==> src/pkg/uhl_map.svh <==
// register offsets, field positions and reset values of the list-pointer bank
`ifndef UHL_MAP_SVH
`define UHL_MAP_SVH

`define UHL_ADDR_W          12
`define UHL_OFF_LIST_CTRL   12'h400
`define UHL_OFF_COMMAND     12'h408
`define UHL_OFF_EVENT       12'h40C
`define UHL_OFF_COMM_AREA   12'h418
`define UHL_OFF_PERIODIC    12'h41C
`define UHL_OFF_CTRL_HEAD   12'h420
`define UHL_OFF_CTRL_CUR    12'h424
`define UHL_OFF_BULK_HEAD   12'h428
`define UHL_OFF_BULK_CUR    12'h42C
`define UHL_OFF_DONE_HEAD   12'h430
`define UHL_OFF_FRAME_IVL   12'h434
`define UHL_OFF_FRAME_REM   12'h438

`define UHL_BIT_CTRL_ON     4
`define UHL_BIT_BULK_ON     5
`define UHL_BIT_SOFT_RESET  0
`define UHL_BIT_CTRL_FILLED 1
`define UHL_BIT_BULK_FILLED 2
`define UHL_BIT_DONE_WRITTEN 1

`define UHL_FI_TOGGLE       31
`define UHL_FI_LP_HI        30
`define UHL_FI_LP_LO        16
`define UHL_FI_IVL_HI       13
`define UHL_FI_RESET        32'h0000_2EDF

`endif

==> src/pkg/uhl_pkg.sv <==
// types of the list-pointer and frame-interval register bank
package uhl_pkg;
`include "uhl_map.svh"

    typedef logic [27:0] uhl_ptr_type;

    typedef struct packed {
        logic [23:0] comm_area;
        uhl_ptr_type periodic_cur;
        uhl_ptr_type control_head;
        uhl_ptr_type control_cur;
        uhl_ptr_type bulk_head;
        uhl_ptr_type bulk_cur;
        uhl_ptr_type done_head;
        logic        fi_toggle;
        logic [14:0] fi_largest;
        logic [13:0] fi_interval;
        logic        fr_toggle;
        logic [13:0] fr_count;
        logic [14:0] largest_count;
        logic        control_on;
        logic        bulk_on;
        logic        control_filled;
        logic        bulk_filled;
        logic        done_written;
        logic        pready;
        logic        pslverr;
        logic [31:0] prdata;
        logic        link_valid;
        uhl_ptr_type link_td;
        uhl_ptr_type link_next;
        logic        area_valid;
        uhl_ptr_type area_data;
        logic        sof;
    } uhl_state_type;

endpackage

==> src/core/uhl_regs.sv <==
// list-pointer, done-queue and frame-interval registers behind an APB slave
//
// Behaviour
// - communication-area base keeps bits 7:0 at zero on every read
// - periodic current pointer follows the engine; software reads it only
// - all descriptor pointer registers hold bits 3:0 at zero
// - control head holds first control descriptor; traversal restarts from it
// - control current advances per served descriptor, resumes next frame
// - control list end: if filled, copy head into current, clear flag
// - control current resets to zero; zero marks the list end
// - bulk head holds first bulk descriptor; traversal restarts from it
// - bulk current advances; at list end reload from head if filled
// - completed descriptor gets old done head, then done head takes it
// - done-head write-back clears the register and sets the written flag
// - largest-packet field loads the packet counter at each frame start
// - frame interval in bit times, resets to 11,999 (0x2EDF)
// - controller soft reset restores the nominal frame interval
// - frame-remaining toggle is loaded from the interval toggle
// - that toggle copy happens on the bit tick that reloads the remaining count from zero
// - remaining count decrements per bit time, reloads interval at zero
//
// Local design decision: the APB slave port.
`include "uhl_map.svh"
module uhl_regs
    import uhl_pkg::*;
(
    input  wire logic                    pclk,
    input  wire logic                    presetn,
    input  wire logic                    psel,
    input  wire logic                    penable,
    input  wire logic                    pwrite,
    input  wire logic [`UHL_ADDR_W-1:0]  paddr,
    input  wire logic [31:0]             pwdata,
    output logic      [31:0]             prdata,
    output logic                         pready,
    output logic                         pslverr,
    input  wire logic                    periodic_update,
    input  wire logic [31:0]             periodic_next,
    input  wire logic                    control_served,
    input  wire logic [31:0]             control_next,
    input  wire logic                    bulk_served,
    input  wire logic [31:0]             bulk_next,
    input  wire logic                    td_done,
    input  wire logic [31:0]             td_addr,
    input  wire logic                    done_writeback,
    input  wire logic                    bit_tick,
    output logic      [31:0]             comm_area_base,
    output logic      [31:0]             periodic_ptr,
    output logic      [31:0]             control_head_ptr,
    output logic      [31:0]             control_ptr,
    output logic      [31:0]             bulk_head_ptr,
    output logic      [31:0]             bulk_ptr,
    output logic                         control_list_on,
    output logic                         bulk_list_on,
    output logic                         link_write,
    output logic      [31:0]             link_td_addr,
    output logic      [31:0]             link_value,
    output logic                         area_done_write,
    output logic      [31:0]             area_done_value,
    output logic                         done_head_written,
    output logic                         sof_pulse,
    output logic      [14:0]             largest_packet_count,
    output logic      [13:0]             frame_bits_left
);

    uhl_state_type state_reg;
    uhl_state_type state_next;

    logic access;
    logic commit;
    logic wr;

    // one decoder for write gating and the error answer; read data has its own case
    function automatic logic uhl_mapped(input logic [`UHL_ADDR_W-1:0] a);
        case (a)
            `UHL_OFF_LIST_CTRL, `UHL_OFF_COMMAND, `UHL_OFF_EVENT,
            `UHL_OFF_COMM_AREA, `UHL_OFF_PERIODIC, `UHL_OFF_CTRL_HEAD,
            `UHL_OFF_CTRL_CUR, `UHL_OFF_BULK_HEAD, `UHL_OFF_BULK_CUR,
            `UHL_OFF_DONE_HEAD, `UHL_OFF_FRAME_IVL,
            `UHL_OFF_FRAME_REM: uhl_mapped = 1'b1;
            default: uhl_mapped = 1'b0;
        endcase
    endfunction

    function automatic logic [31:0] uhl_read(
        input uhl_state_type            s,
        input logic [`UHL_ADDR_W-1:0]   a
    );
        logic [31:0] d;
        d = 32'h0000_0000;
        case (a)
            `UHL_OFF_LIST_CTRL: begin
                d[`UHL_BIT_CTRL_ON] = s.control_on;
                d[`UHL_BIT_BULK_ON] = s.bulk_on;
            end
            `UHL_OFF_COMMAND: begin
                d[`UHL_BIT_CTRL_FILLED] = s.control_filled;
                d[`UHL_BIT_BULK_FILLED] = s.bulk_filled;
            end
            `UHL_OFF_EVENT: d[`UHL_BIT_DONE_WRITTEN] = s.done_written;
            `UHL_OFF_COMM_AREA: d = {s.comm_area, 8'h00};
            `UHL_OFF_PERIODIC:  d = {s.periodic_cur, 4'h0};
            `UHL_OFF_CTRL_HEAD: d = {s.control_head, 4'h0};
            `UHL_OFF_CTRL_CUR:  d = {s.control_cur, 4'h0};
            `UHL_OFF_BULK_HEAD: d = {s.bulk_head, 4'h0};
            `UHL_OFF_BULK_CUR:  d = {s.bulk_cur, 4'h0};
            `UHL_OFF_DONE_HEAD: d = {s.done_head, 4'h0};
            `UHL_OFF_FRAME_IVL: begin
                d[`UHL_FI_TOGGLE] = s.fi_toggle;
                d[`UHL_FI_LP_HI:`UHL_FI_LP_LO] = s.fi_largest;
                d[`UHL_FI_IVL_HI:0] = s.fi_interval;
            end
            `UHL_OFF_FRAME_REM: begin
                d[`UHL_FI_TOGGLE] = s.fr_toggle;
                d[`UHL_FI_IVL_HI:0] = s.fr_count;
            end
            default: d = 32'h0000_0000;
        endcase
        uhl_read = d;
    endfunction

    // one wait state: data and pready are both registered
    assign access = psel & penable & ~state_reg.pready;
    assign commit = psel & penable & state_reg.pready;
    assign wr     = commit & pwrite & uhl_mapped(paddr);

    always_comb begin
        state_next = state_reg;
        state_next.pready = 1'b0;
        state_next.pslverr = 1'b0;
        state_next.link_valid = 1'b0;
        state_next.area_valid = 1'b0;
        state_next.sof = 1'b0;

        if (access) begin
            state_next.pready = 1'b1;
            state_next.pslverr = ~uhl_mapped(paddr);
            state_next.prdata = uhl_read(state_reg, paddr);
        end

        // software side first, so engine events in the same cycle win, except over a filled mark written by software
        if (wr) begin
            case (paddr)
                `UHL_OFF_LIST_CTRL: begin
                    state_next.control_on = pwdata[`UHL_BIT_CTRL_ON];
                    state_next.bulk_on = pwdata[`UHL_BIT_BULK_ON];
                end
                `UHL_OFF_COMMAND: begin
                    state_next.control_filled =
                        pwdata[`UHL_BIT_CTRL_FILLED];
                    state_next.bulk_filled = pwdata[`UHL_BIT_BULK_FILLED];
                    // reset completes in one cycle, so the bit reads 0
                    if (pwdata[`UHL_BIT_SOFT_RESET]) begin
                        state_next.fi_toggle = 1'b0;
                        state_next.fi_largest = 15'h0000;
                        state_next.fi_interval =
                            14'(`UHL_FI_RESET);
                        state_next.fr_toggle = 1'b0;
                        state_next.fr_count = 14'h0000;
                    end
                end
                `UHL_OFF_EVENT: begin
                    if (pwdata[`UHL_BIT_DONE_WRITTEN]) begin
                        state_next.done_written = 1'b0;
                    end
                end
                `UHL_OFF_COMM_AREA: begin
                    state_next.comm_area = pwdata[31:8];
                end
                `UHL_OFF_CTRL_HEAD: begin
                    state_next.control_head = pwdata[31:4];
                end
                `UHL_OFF_CTRL_CUR: begin
                    // a running list owns its pointer
                    if (!state_reg.control_on) begin
                        state_next.control_cur = pwdata[31:4];
                    end
                end
                `UHL_OFF_BULK_HEAD: begin
                    state_next.bulk_head = pwdata[31:4];
                end
                `UHL_OFF_BULK_CUR: begin
                    if (!state_reg.bulk_on) begin
                        state_next.bulk_cur = pwdata[31:4];
                    end
                end
                `UHL_OFF_FRAME_IVL: begin
                    state_next.fi_toggle = pwdata[`UHL_FI_TOGGLE];
                    state_next.fi_largest =
                        pwdata[`UHL_FI_LP_HI:`UHL_FI_LP_LO];
                    state_next.fi_interval = pwdata[`UHL_FI_IVL_HI:0];
                end
                // periodic, done head and remaining are read only
                default: state_next.prdata = state_next.prdata;
            endcase
        end

        if (periodic_update) begin
            state_next.periodic_cur = periodic_next[31:4];
        end

        if (control_served) begin
            if (control_next[31:4] != 28'h0000000) begin
                state_next.control_cur = control_next[31:4];
            end else if (state_reg.control_filled) begin
                state_next.control_cur = state_reg.control_head;
                state_next.control_filled = 1'b0;
            end else begin
                state_next.control_cur = 28'h0000000;
            end
        end

        if (bulk_served) begin
            if (bulk_next[31:4] != 28'h0000000) begin
                state_next.bulk_cur = bulk_next[31:4];
            end else if (state_reg.bulk_filled) begin
                state_next.bulk_cur = state_reg.bulk_head;
                state_next.bulk_filled = 1'b0;
            end else begin
                state_next.bulk_cur = 28'h0000000;
            end
        end

        // a new write-back is dropped until software has cleared the flag
        if (done_writeback && !state_reg.done_written) begin
            state_next.area_valid = 1'b1;
            state_next.area_data = state_reg.done_head;
            state_next.done_head = 28'h0000000;
            state_next.done_written = 1'b1;
        end

        // follows the write-back, so it links to the emptied queue
        if (td_done) begin
            state_next.link_valid = 1'b1;
            state_next.link_td = td_addr[31:4];
            state_next.link_next = state_next.done_head;
            state_next.done_head = td_addr[31:4];
        end

        if (bit_tick) begin
            if (state_reg.fr_count == 14'h0000) begin
                state_next.fr_count = state_reg.fi_interval;
                state_next.fr_toggle = state_reg.fi_toggle;
                state_next.largest_count = state_reg.fi_largest;
                state_next.sof = 1'b1;
            end else begin
                state_next.fr_count = state_reg.fr_count - 14'h0001;
            end
        end

        // a filled mark written by software beats the engine's clear
        if (wr && paddr == `UHL_OFF_COMMAND) begin
            if (pwdata[`UHL_BIT_CTRL_FILLED]) begin
                state_next.control_filled = 1'b1;
            end
            if (pwdata[`UHL_BIT_BULK_FILLED]) begin
                state_next.bulk_filled = 1'b1;
            end
        end
    end

    always_ff @(posedge pclk or negedge presetn) begin
        if (!presetn) begin
            state_reg <= '0;
            state_reg.fi_interval <= 14'(`UHL_FI_RESET);
        end else begin
            state_reg <= state_next;
        end
    end

    assign prdata               = state_reg.prdata;
    assign pready               = state_reg.pready;
    assign pslverr              = state_reg.pslverr;
    assign comm_area_base       = {state_reg.comm_area, 8'h00};
    assign periodic_ptr         = {state_reg.periodic_cur, 4'h0};
    assign control_head_ptr     = {state_reg.control_head, 4'h0};
    assign control_ptr          = {state_reg.control_cur, 4'h0};
    assign bulk_head_ptr        = {state_reg.bulk_head, 4'h0};
    assign bulk_ptr             = {state_reg.bulk_cur, 4'h0};
    assign control_list_on      = state_reg.control_on;
    assign bulk_list_on         = state_reg.bulk_on;
    assign link_write           = state_reg.link_valid;
    assign link_td_addr         = {state_reg.link_td, 4'h0};
    assign link_value           = {state_reg.link_next, 4'h0};
    assign area_done_write      = state_reg.area_valid;
    assign area_done_value      = {state_reg.area_data, 4'h0};
    assign done_head_written    = state_reg.done_written;
    assign sof_pulse            = state_reg.sof;
    assign largest_packet_count = state_reg.largest_count;
    assign frame_bits_left      = state_reg.fr_count;

endmodule

==> config.mk <==
export PLATFORM = sky130hd
export DESIGN_NAME = uhl_regs
export DESIGN_NICKNAME = d
export VERILOG_FILES = /design/src/pkg/uhl_pkg.sv /design/src/core/uhl_regs.sv
export VERILOG_INCLUDE_DIRS = /design/src /design/src/pkg
export SDC_FILE = /design/constraint.sdc
export NUM_CORES = 1
export LEC_CHECK = 0
export BUFFER_PORTS_ARGS = -buffer_cell sky130_fd_sc_hd__buf_4
export CORE_ASPECT_RATIO = 0.75
export CORE_UTILIZATION = 32
export CTS_BUF_LIST = sky130_fd_sc_hd__clkbuf_4
export DETAILED_ROUTE_END_ITERATION = 8
export PLACE_DENSITY = 0.58
export SLEW_MARGIN = 15
export SYNTH_ARGS = -nofsm -noshare
export SYNTH_HDL_FRONTEND = slang
export SYNTH_SLANG_ARGS = --single-unit
==> constraint.sdc <==
create_clock -name pclk -period 2.4 [get_ports pclk]
set_input_delay 0.36 -clock pclk [delete_from_list [all_inputs] [get_ports pclk]]
set_output_delay 0.36 -clock pclk [all_outputs]
set_load 0.03 [all_outputs]
==> results.yml, run 1 <==
status:
  status: "finished clean"
setup_path:
  worstPathMaxFanout: 9
  path_depth: 9
  critPathLaunchType: "primary input"
  crit_buf_inv: 4
  required_ns: 3.14
  r2r_cells: 4
  crit_chain: "dlygate4sd3_1, buf_4, nor4_2, nand4_1, buf_4, a211oi_1, o21ai_0, dlygate4sd3_1, o221a_2"
  critPathKind: "in -> reg"
  critical-path-max-stage-delay_ns: 0.58
  r2r_setup_slack_ns: 0.12
  r2r-end: "bulk_ptr[14]$_DFFE_PN0P_"
  crit_slowest_cell: "dlygate4sd3_1"
  startpoint: "bulk_next[16]"
  cp.arrival_ns: 3.12
  critPathTopFamily: "buffers and inverters"
  r2r-start: "state_reg[122]$_DFF_PN0_"
  cp-endpoint: "bulk_ptr[14]$_DFFE_PN0P_"
  cp-end-kind: "flop"
logic_synthesis:
  ys_warn_count: 0
  synth_flop_cell: "dfrtp_1"
  yosysMostFrequentCell: "dfrtp_1"
  synth_fa_ha_area_frac: 0.000611
  synth-xor-area-share: 0.000428
  syn_inst: 1937
  yosys.area_share.simple: 0.111
  syn_area_per_cell_um2: 10.6
  synth_top_family_by_area: "buffers and inverters"
  synth_compound_area_frac: 0.150
  synth-seq-area-share: 0.463
  ys_types: 85
  synth_edf_count: 0
  synth_top_area_cell: "dfrtp_1"
  ys_seq_elements: 378
  synth_common_cells: "dfrtp_1 (367), buf_4 (355), nand2_1 (161)"
  ys_top_cells_by_area: "dfrtp_1 (45%), buf_4 (13%), mux2_2 (7.4%)"
  yosysTopAreaCellShare: 0.449
  muxShareOfSynthArea: 0.112
  async_reset_ff_frac: 1.00
  netlist_area_um2: 20500
route:
  dr_total_vias: 17500
  wl_per_cell_um: 25.5
  ant_nets: 0
  drc: 0
  drt_iter0_markers: 1586
  vias_per_cell: 5.26
  routed_wl_um: 84900
  dr.pass1.iters: 7
global_routing:
  grt_pass1_wl_um: 124000
  grt_max_degree: 67
  grt_overflow: 0
  grtUsageTotal: 0.258
  grt_pass1_vias: 17900
  antenna_found_initial: 4
place:
  place.gp.congestion: 0.930
  pre_cts_ws_ns: -0.164
  place.port_buffers: 483
  hpwl_um: 63600
  dp.cells: 2979
cells_and_area:
  drive_above_1_share: 0.407
  area_delta_synth_final_pct: 29.9
  layoutNonFillerInstCount: 3336
  largest_reg_flops: 61
  nets: 2590
  post-route-util: 0.424
hold_path:
  hp-class: "in -> reg"
timing:
  setup_ws_ns: 0.0213
  fin_crit_ns: 2.38
  relSlewSlack: 0.233
  tightest_slew_ns: 1.15
  clock_skew_ns: 0.0836
  setup_violations: 0
  clock.fmax_ghz: 0.420
  slew_violations: 0
  whs_ns: 0.104
  hold_violations: 0
  rsz0062_at_grt: "false"
  finalCritPeriodShare: 0.991
die:
  design.die.area_um2: 65000
  coreArea_um2: 62700
  io_pins: 540
  row_count: 79
  start_util: 0.327
  fp.dieH_um: 221
  dieWidth_um: 294
cts:
  cts_tree: "yes"
  cts_buffers: 102
  cts.sinks: 378
  root_buffer: "clkbuf_4"
  clk_pin_slew_ns: 0.06
  cts_buffer_depth: 3
  cts_max_level: 3
  clkLatencyLatePin_ns: 0.89
power:
  power_mw: 17.8
  pwr_density_cell_nw_per_um2: 668
  power.leakage_nw: 12.4
  ir_drop_uv: 471
run:
  drv_cap: 0
## per-layer routing
metal	vias to the layer above	routed length [µm]	share of wire	track usage
met4	6	2650	0.031	0.0953
met3	149	7120	0.084	0.0622
li1	7648	-	-	-
met2	885	40400	0.48	0.411
met1	8860	34700	0.41	0.338
met5	-	34	0.00040	0
## repair_timing
action / 4_1_cts / 5_1_grt
gates resized for setup: 0 / 4
setup endpoints to repair: 0 / 14
hold endpoints to repair: 634 / 0
hold buffers: 173 / 0
buffers inserted: 0 / 0
## through the flow
stage | setup TNS, ns | area [µm²]
CTS | 0 | 26600
global route | 0 | 26600
finish | 0 | 26600
floorplan | 0 | 20600
global placement | -9.72 | 23500
detailed placement | -13.13 | 23500
## logic make-up (layout without fill, tap and decap cells)
kind of cell | after synthesis | in the layout
flip-flops | 378 | 378
buffers and inverters | 516 | 1024
AND/OR/NAND/NOR | 443 | 443
XOR/XNOR | 1 | 1
adder cells (fa/ha/maj) | 1 | 1
multiplexers | 195 | 195
other | 1 | 42
AO/OA/AOI/OAI | 402 | 402
## power by group
part | total, mW | internal, mW | switching, mW
combinational | 4.52 | 1.81 | 2.71
sequential | 7.45 | 6.91 | 0.543
clock | 5.80 | 2.89 | 2.91
## cell type report
type | count | area, µm²
well taps | 850 | 1060
inverters | 40 | 150
multi-input cells | 1082 | 7860
diodes | 2 | 5.00
flip-flops and latches | 378 | 9470
clock buffers | 151 | 1130
repair buffers | 802 | 6770
fillers | 6039 | 36100
clock inverters | 31 | 145
## cells in the final DEF, fill, tap and decap left out, types with 12 or more instances in the layout
cell / netlist / routed
buf_4: 355 / 604
dfrtp_1: 367 / 367
dlygate4sd3_1: 0 / 172
nand2_1: 161 / 161
clkbuf_4: 0 / 151
mux2_2: 135 / 135
o21ai_0: 84 / 84
nor3_1: 68 / 67
a22o_1: 66 / 66
nor2_1: 55 / 54
nand3_1: 41 / 41
inv_1: 40 / 40
conb_1: 1 / 40
a21oi_1: 34 / 34
a22oi_1: 34 / 34
nand4_1: 30 / 30
o221a_2: 27 / 27
mux2i_1: 27 / 27
buf_12: 0 / 25
o31ai_1: 24 / 24
mux2_1: 21 / 21
a211oi_1: 20 / 20
clkinv_1: 0 / 20
nor4_1: 20 / 16
a221oi_1: 14 / 14
mux4_2: 12 / 12
## how the worst min path moves through the flow
stage | from | end | slack [ns] | cells after the start
after floorplan | presetn | area_done_value[10]$_DFFE_PN0P_ | 0.06 | 0
after global placement | presetn | area_done_value[28]$_DFFE_PN0P_ | 0.26 | 1
after detailed placement | presetn | periodic_ptr[27]$_DFFE_PN0P_ | 0.26 | 1
after CTS | presetn | area_done_value[30]$_DFFE_PN0P_ | 0.002 | 3
after global routing | periodic_update | periodic_ptr[10]$_DFFE_PN0P_ | 0.05 | 2
final | periodic_update | periodic_ptr[10]$_DFFE_PN0P_ | 0.10 | 2
No activity file was read; power rests on OpenSTA's default activity.
==> run 2, diff against run 1 <==
--- a/config.mk
+++ b/config.mk
@@ -8,10 +8,10 @@
 export LEC_CHECK = 0
 export BUFFER_PORTS_ARGS = -buffer_cell sky130_fd_sc_hd__buf_4
 export CORE_ASPECT_RATIO = 0.75
-export CORE_UTILIZATION = 32
+export CORE_UTILIZATION = 40
 export CTS_BUF_LIST = sky130_fd_sc_hd__clkbuf_4
 export DETAILED_ROUTE_END_ITERATION = 8
-export PLACE_DENSITY = 0.58
+export PLACE_DENSITY = 0.69
 export SLEW_MARGIN = 15
 export SYNTH_ARGS = -nofsm -noshare
 export SYNTH_HDL_FRONTEND = slang
==> run 2 against run 1 <==
- the flow now finishes with violations (setup timing)
- cell count fell by 6.2%
- routed wire length down 6.3%
- cell area is 1.4% lower
- worst hold slack lost 0.015 ns
- total power decreased by 0.37%
- clock skew decreased by 0.035 ns
- non-clock buffer count down 12
- critical path type unchanged
- largest cell class unchanged
- highest routed layer unchanged
==> results.yml, run 2 (synthesis results as in run 1) <==
timing:
  setup_violations: 1
  hold_violations: 0
  rsz0062_at_grt: "false"
  finalCritPeriodShare: 1.02
  tightest_slew_ns: 0.893
  fin_crit_ns: 2.45
  setup_ws_ns: -0.0468
  relSlewSlack: 0.403
  clock.fmax_ghz: 0.409
  clock_skew_ns: 0.0482
  tns_ns: -0.0468
  slew_violations: 0
place:
  place.gp.congestion: 0.924
  hpwl_um: 58800
  placed_area_um2: 23300
  place.port_buffers: 483
  pre_cts_ws_ns: -0.127
  dp.cells: 2786
setup_path:
  required_ns: 3.20
  r2r_setup_slack_ns: 0.17
  crit_chain: "dlygate4sd3_1, buf_4, nor4_1, and4_1, buf_4, a21oi_1, o21ai_0, dlygate4sd3_1, o221a_1"
  crit_slowest_cell: "nor4_1"
  r2r-end: "state_reg[198]$_DFF_PN0_"
  critPathKind: "in -> reg"
  critical-path-max-stage-delay_ns: 0.60
  cp-end-kind: "flop"
  cp.arrival_ns: 3.25
  r2r-start: "done_head_written$_DFFE_PN0P_"
  r2r_cells: 6
  worstPathMaxFanout: 19
  critPathLaunchType: "primary input"
cts:
  cts_tree: "yes"
  clk_pin_slew_ns: 0.07
  cts.sinks: 378
  cts_buffers: 97
  root_buffer: "clkbuf_4"
  cts_buffer_depth: 3
  post_cts_buffers: 0
  cts_max_level: 3
  clkLatencyLatePin_ns: 0.86
die:
  io_pins: 540
  design.die.area_um2: 52100
  fp.dieH_um: 198
  row_count: 71
  coreArea_um2: 50400
  start_util: 0.406
  dieWidth_um: 263
global_routing:
  antenna_found_initial: 4
  grtUsageTotal: 0.301
  grt_max_degree: 65
  grt_pass1_vias: 17500
  grt_pass1_wl_um: 116000
  grt_overflow: 0
power:
  power.leakage_nw: 12.4
  pwr_density_cell_nw_per_um2: 675
  power_mw: 17.7
  ir_drop_uv: 744
run:
  drv_cap: 0
hold_path:
  min-delay-start: "periodic_update"
  hp-class: "in -> reg"
  min_path_cells: 2
  hold_path_end: "periodic_ptr[12]$_DFFE_PN0P_"
cells_and_area:
  drive_above_1_share: 0.407
  layoutNonFillerInstCount: 3129
  largest_reg_flops: 61
  multi_input_area_um2: 7840
  final_area_um2: 26200
  nets: 2573
  register_area_um2: 9470
  area_delta_synth_final_pct: 28.1
  final_common_cell: "buf_4"
  final_cell_mix: "buf_4 (604), dfrtp_1 (367), nand2_1 (161), dlygate4sd3_1 (161), clkbuf_4 (145)"
  fill_cells: 4453
route:
  drc: 0
  dr_total_vias: 17600
  vias_per_cell: 5.64
  drt_iter0_markers: 1858
  wl_per_cell_um: 25.4
  ant_nets: 0
  routed_wl_um: 79600
  dr.pass1.iters: 6
status:
  violations: "setup timing"
  status: "finished, violations left"
==> run 2: changes by cell type in the layout (fill, tap and decap cells not counted), moves of 2 or more <==
cell / before / now
dlygate4sd3_1: 172 / 161
nor4_2: 6 / 3
bufinv_16: 0 / 2
clkinvlp_4: 2 / 0
clkbuf_4: 151 / 145
nor4_1: 16 / 19
diode_2: 2 / 5
==> run 2: per-layer routing <==
| layer | up-vias | part of all wire | global-route usage |
|---|---|---|---|
| met2 | 1000 | 0.47 | 0.481 |
| met3 | 191 | 0.084 | 0.0803 |
| met5 | - | 0.00016 | 0 |
| met4 | 2 | 0.036 | 0.111 |
| li1 | 7629 | - | - |
| met1 | 8810 | 0.41 | 0.391 |
==> run 2: worst max-delay path by stage <==
stage,startpoint,to,slack (ns)
3_5_place_dp,paddr[1],frame_bits_left[4]$_DFFE_PN0P_,-0.13
6_report,bulk_next[7],bulk_ptr[25]$_DFFE_PN0P_,-0.05
3_3_place_gp,paddr[1],frame_bits_left[4]$_DFFE_PN0P_,-0.15
5_1_grt,bulk_next[7],bulk_ptr[25]$_DFFE_PN0P_,0.01
4_1_cts,frame_bits_left[0]$_DFFE_PN0P_,frame_bits_left[7]$_DFFE_PN0P_,0.08
2_1_floorplan,paddr[1],bulk_head_ptr[11]$_DFFE_PN0P_,0.03
==> run 2: cell type report <==
cell class | instances | share of cell area
timing repair buffer | 790 | 0.253
tap | 657 | 0.0314
multi-input combinational | 1082 | 0.299
sequential | 378 | 0.361
clock buffer | 145 | 0.0415
clock inverter | 32 | 0.00744
inverter | 40 | 0.00573
antenna | 5 | 0.000477
==> run 2: worst max-delay path: cells and delay by family <==
kind	cells	cell delay, ns
AO/OA/AOI/OAI	3	0.48
buffers and inverters	4	1.54
AND/OR/NAND/NOR	2	0.87
==> run 2: repair_timing <==
action	4_1_cts	5_1_grt
hold endpoints to repair	643	0
gates resized for setup	0	2
hold buffers	161	0
endpoints found under the setup margin	0	4
==> run 2: through the flow <==
stage | hold slack [ns] | utilization
floorplan | 0.0644 | -
global placement | 0.334 | 0.463
detailed placement | 0.340 | 0.463
CTS | 0.000595 | 0.520
global route | -0.000738 | 0.521
finish | 0.0894 | 0.521
==> run 2: where the power goes <==
part	internal [mW]	switching (mW)
clock network	2.99	2.83
registers	6.90	0.543
logic	1.76	2.68
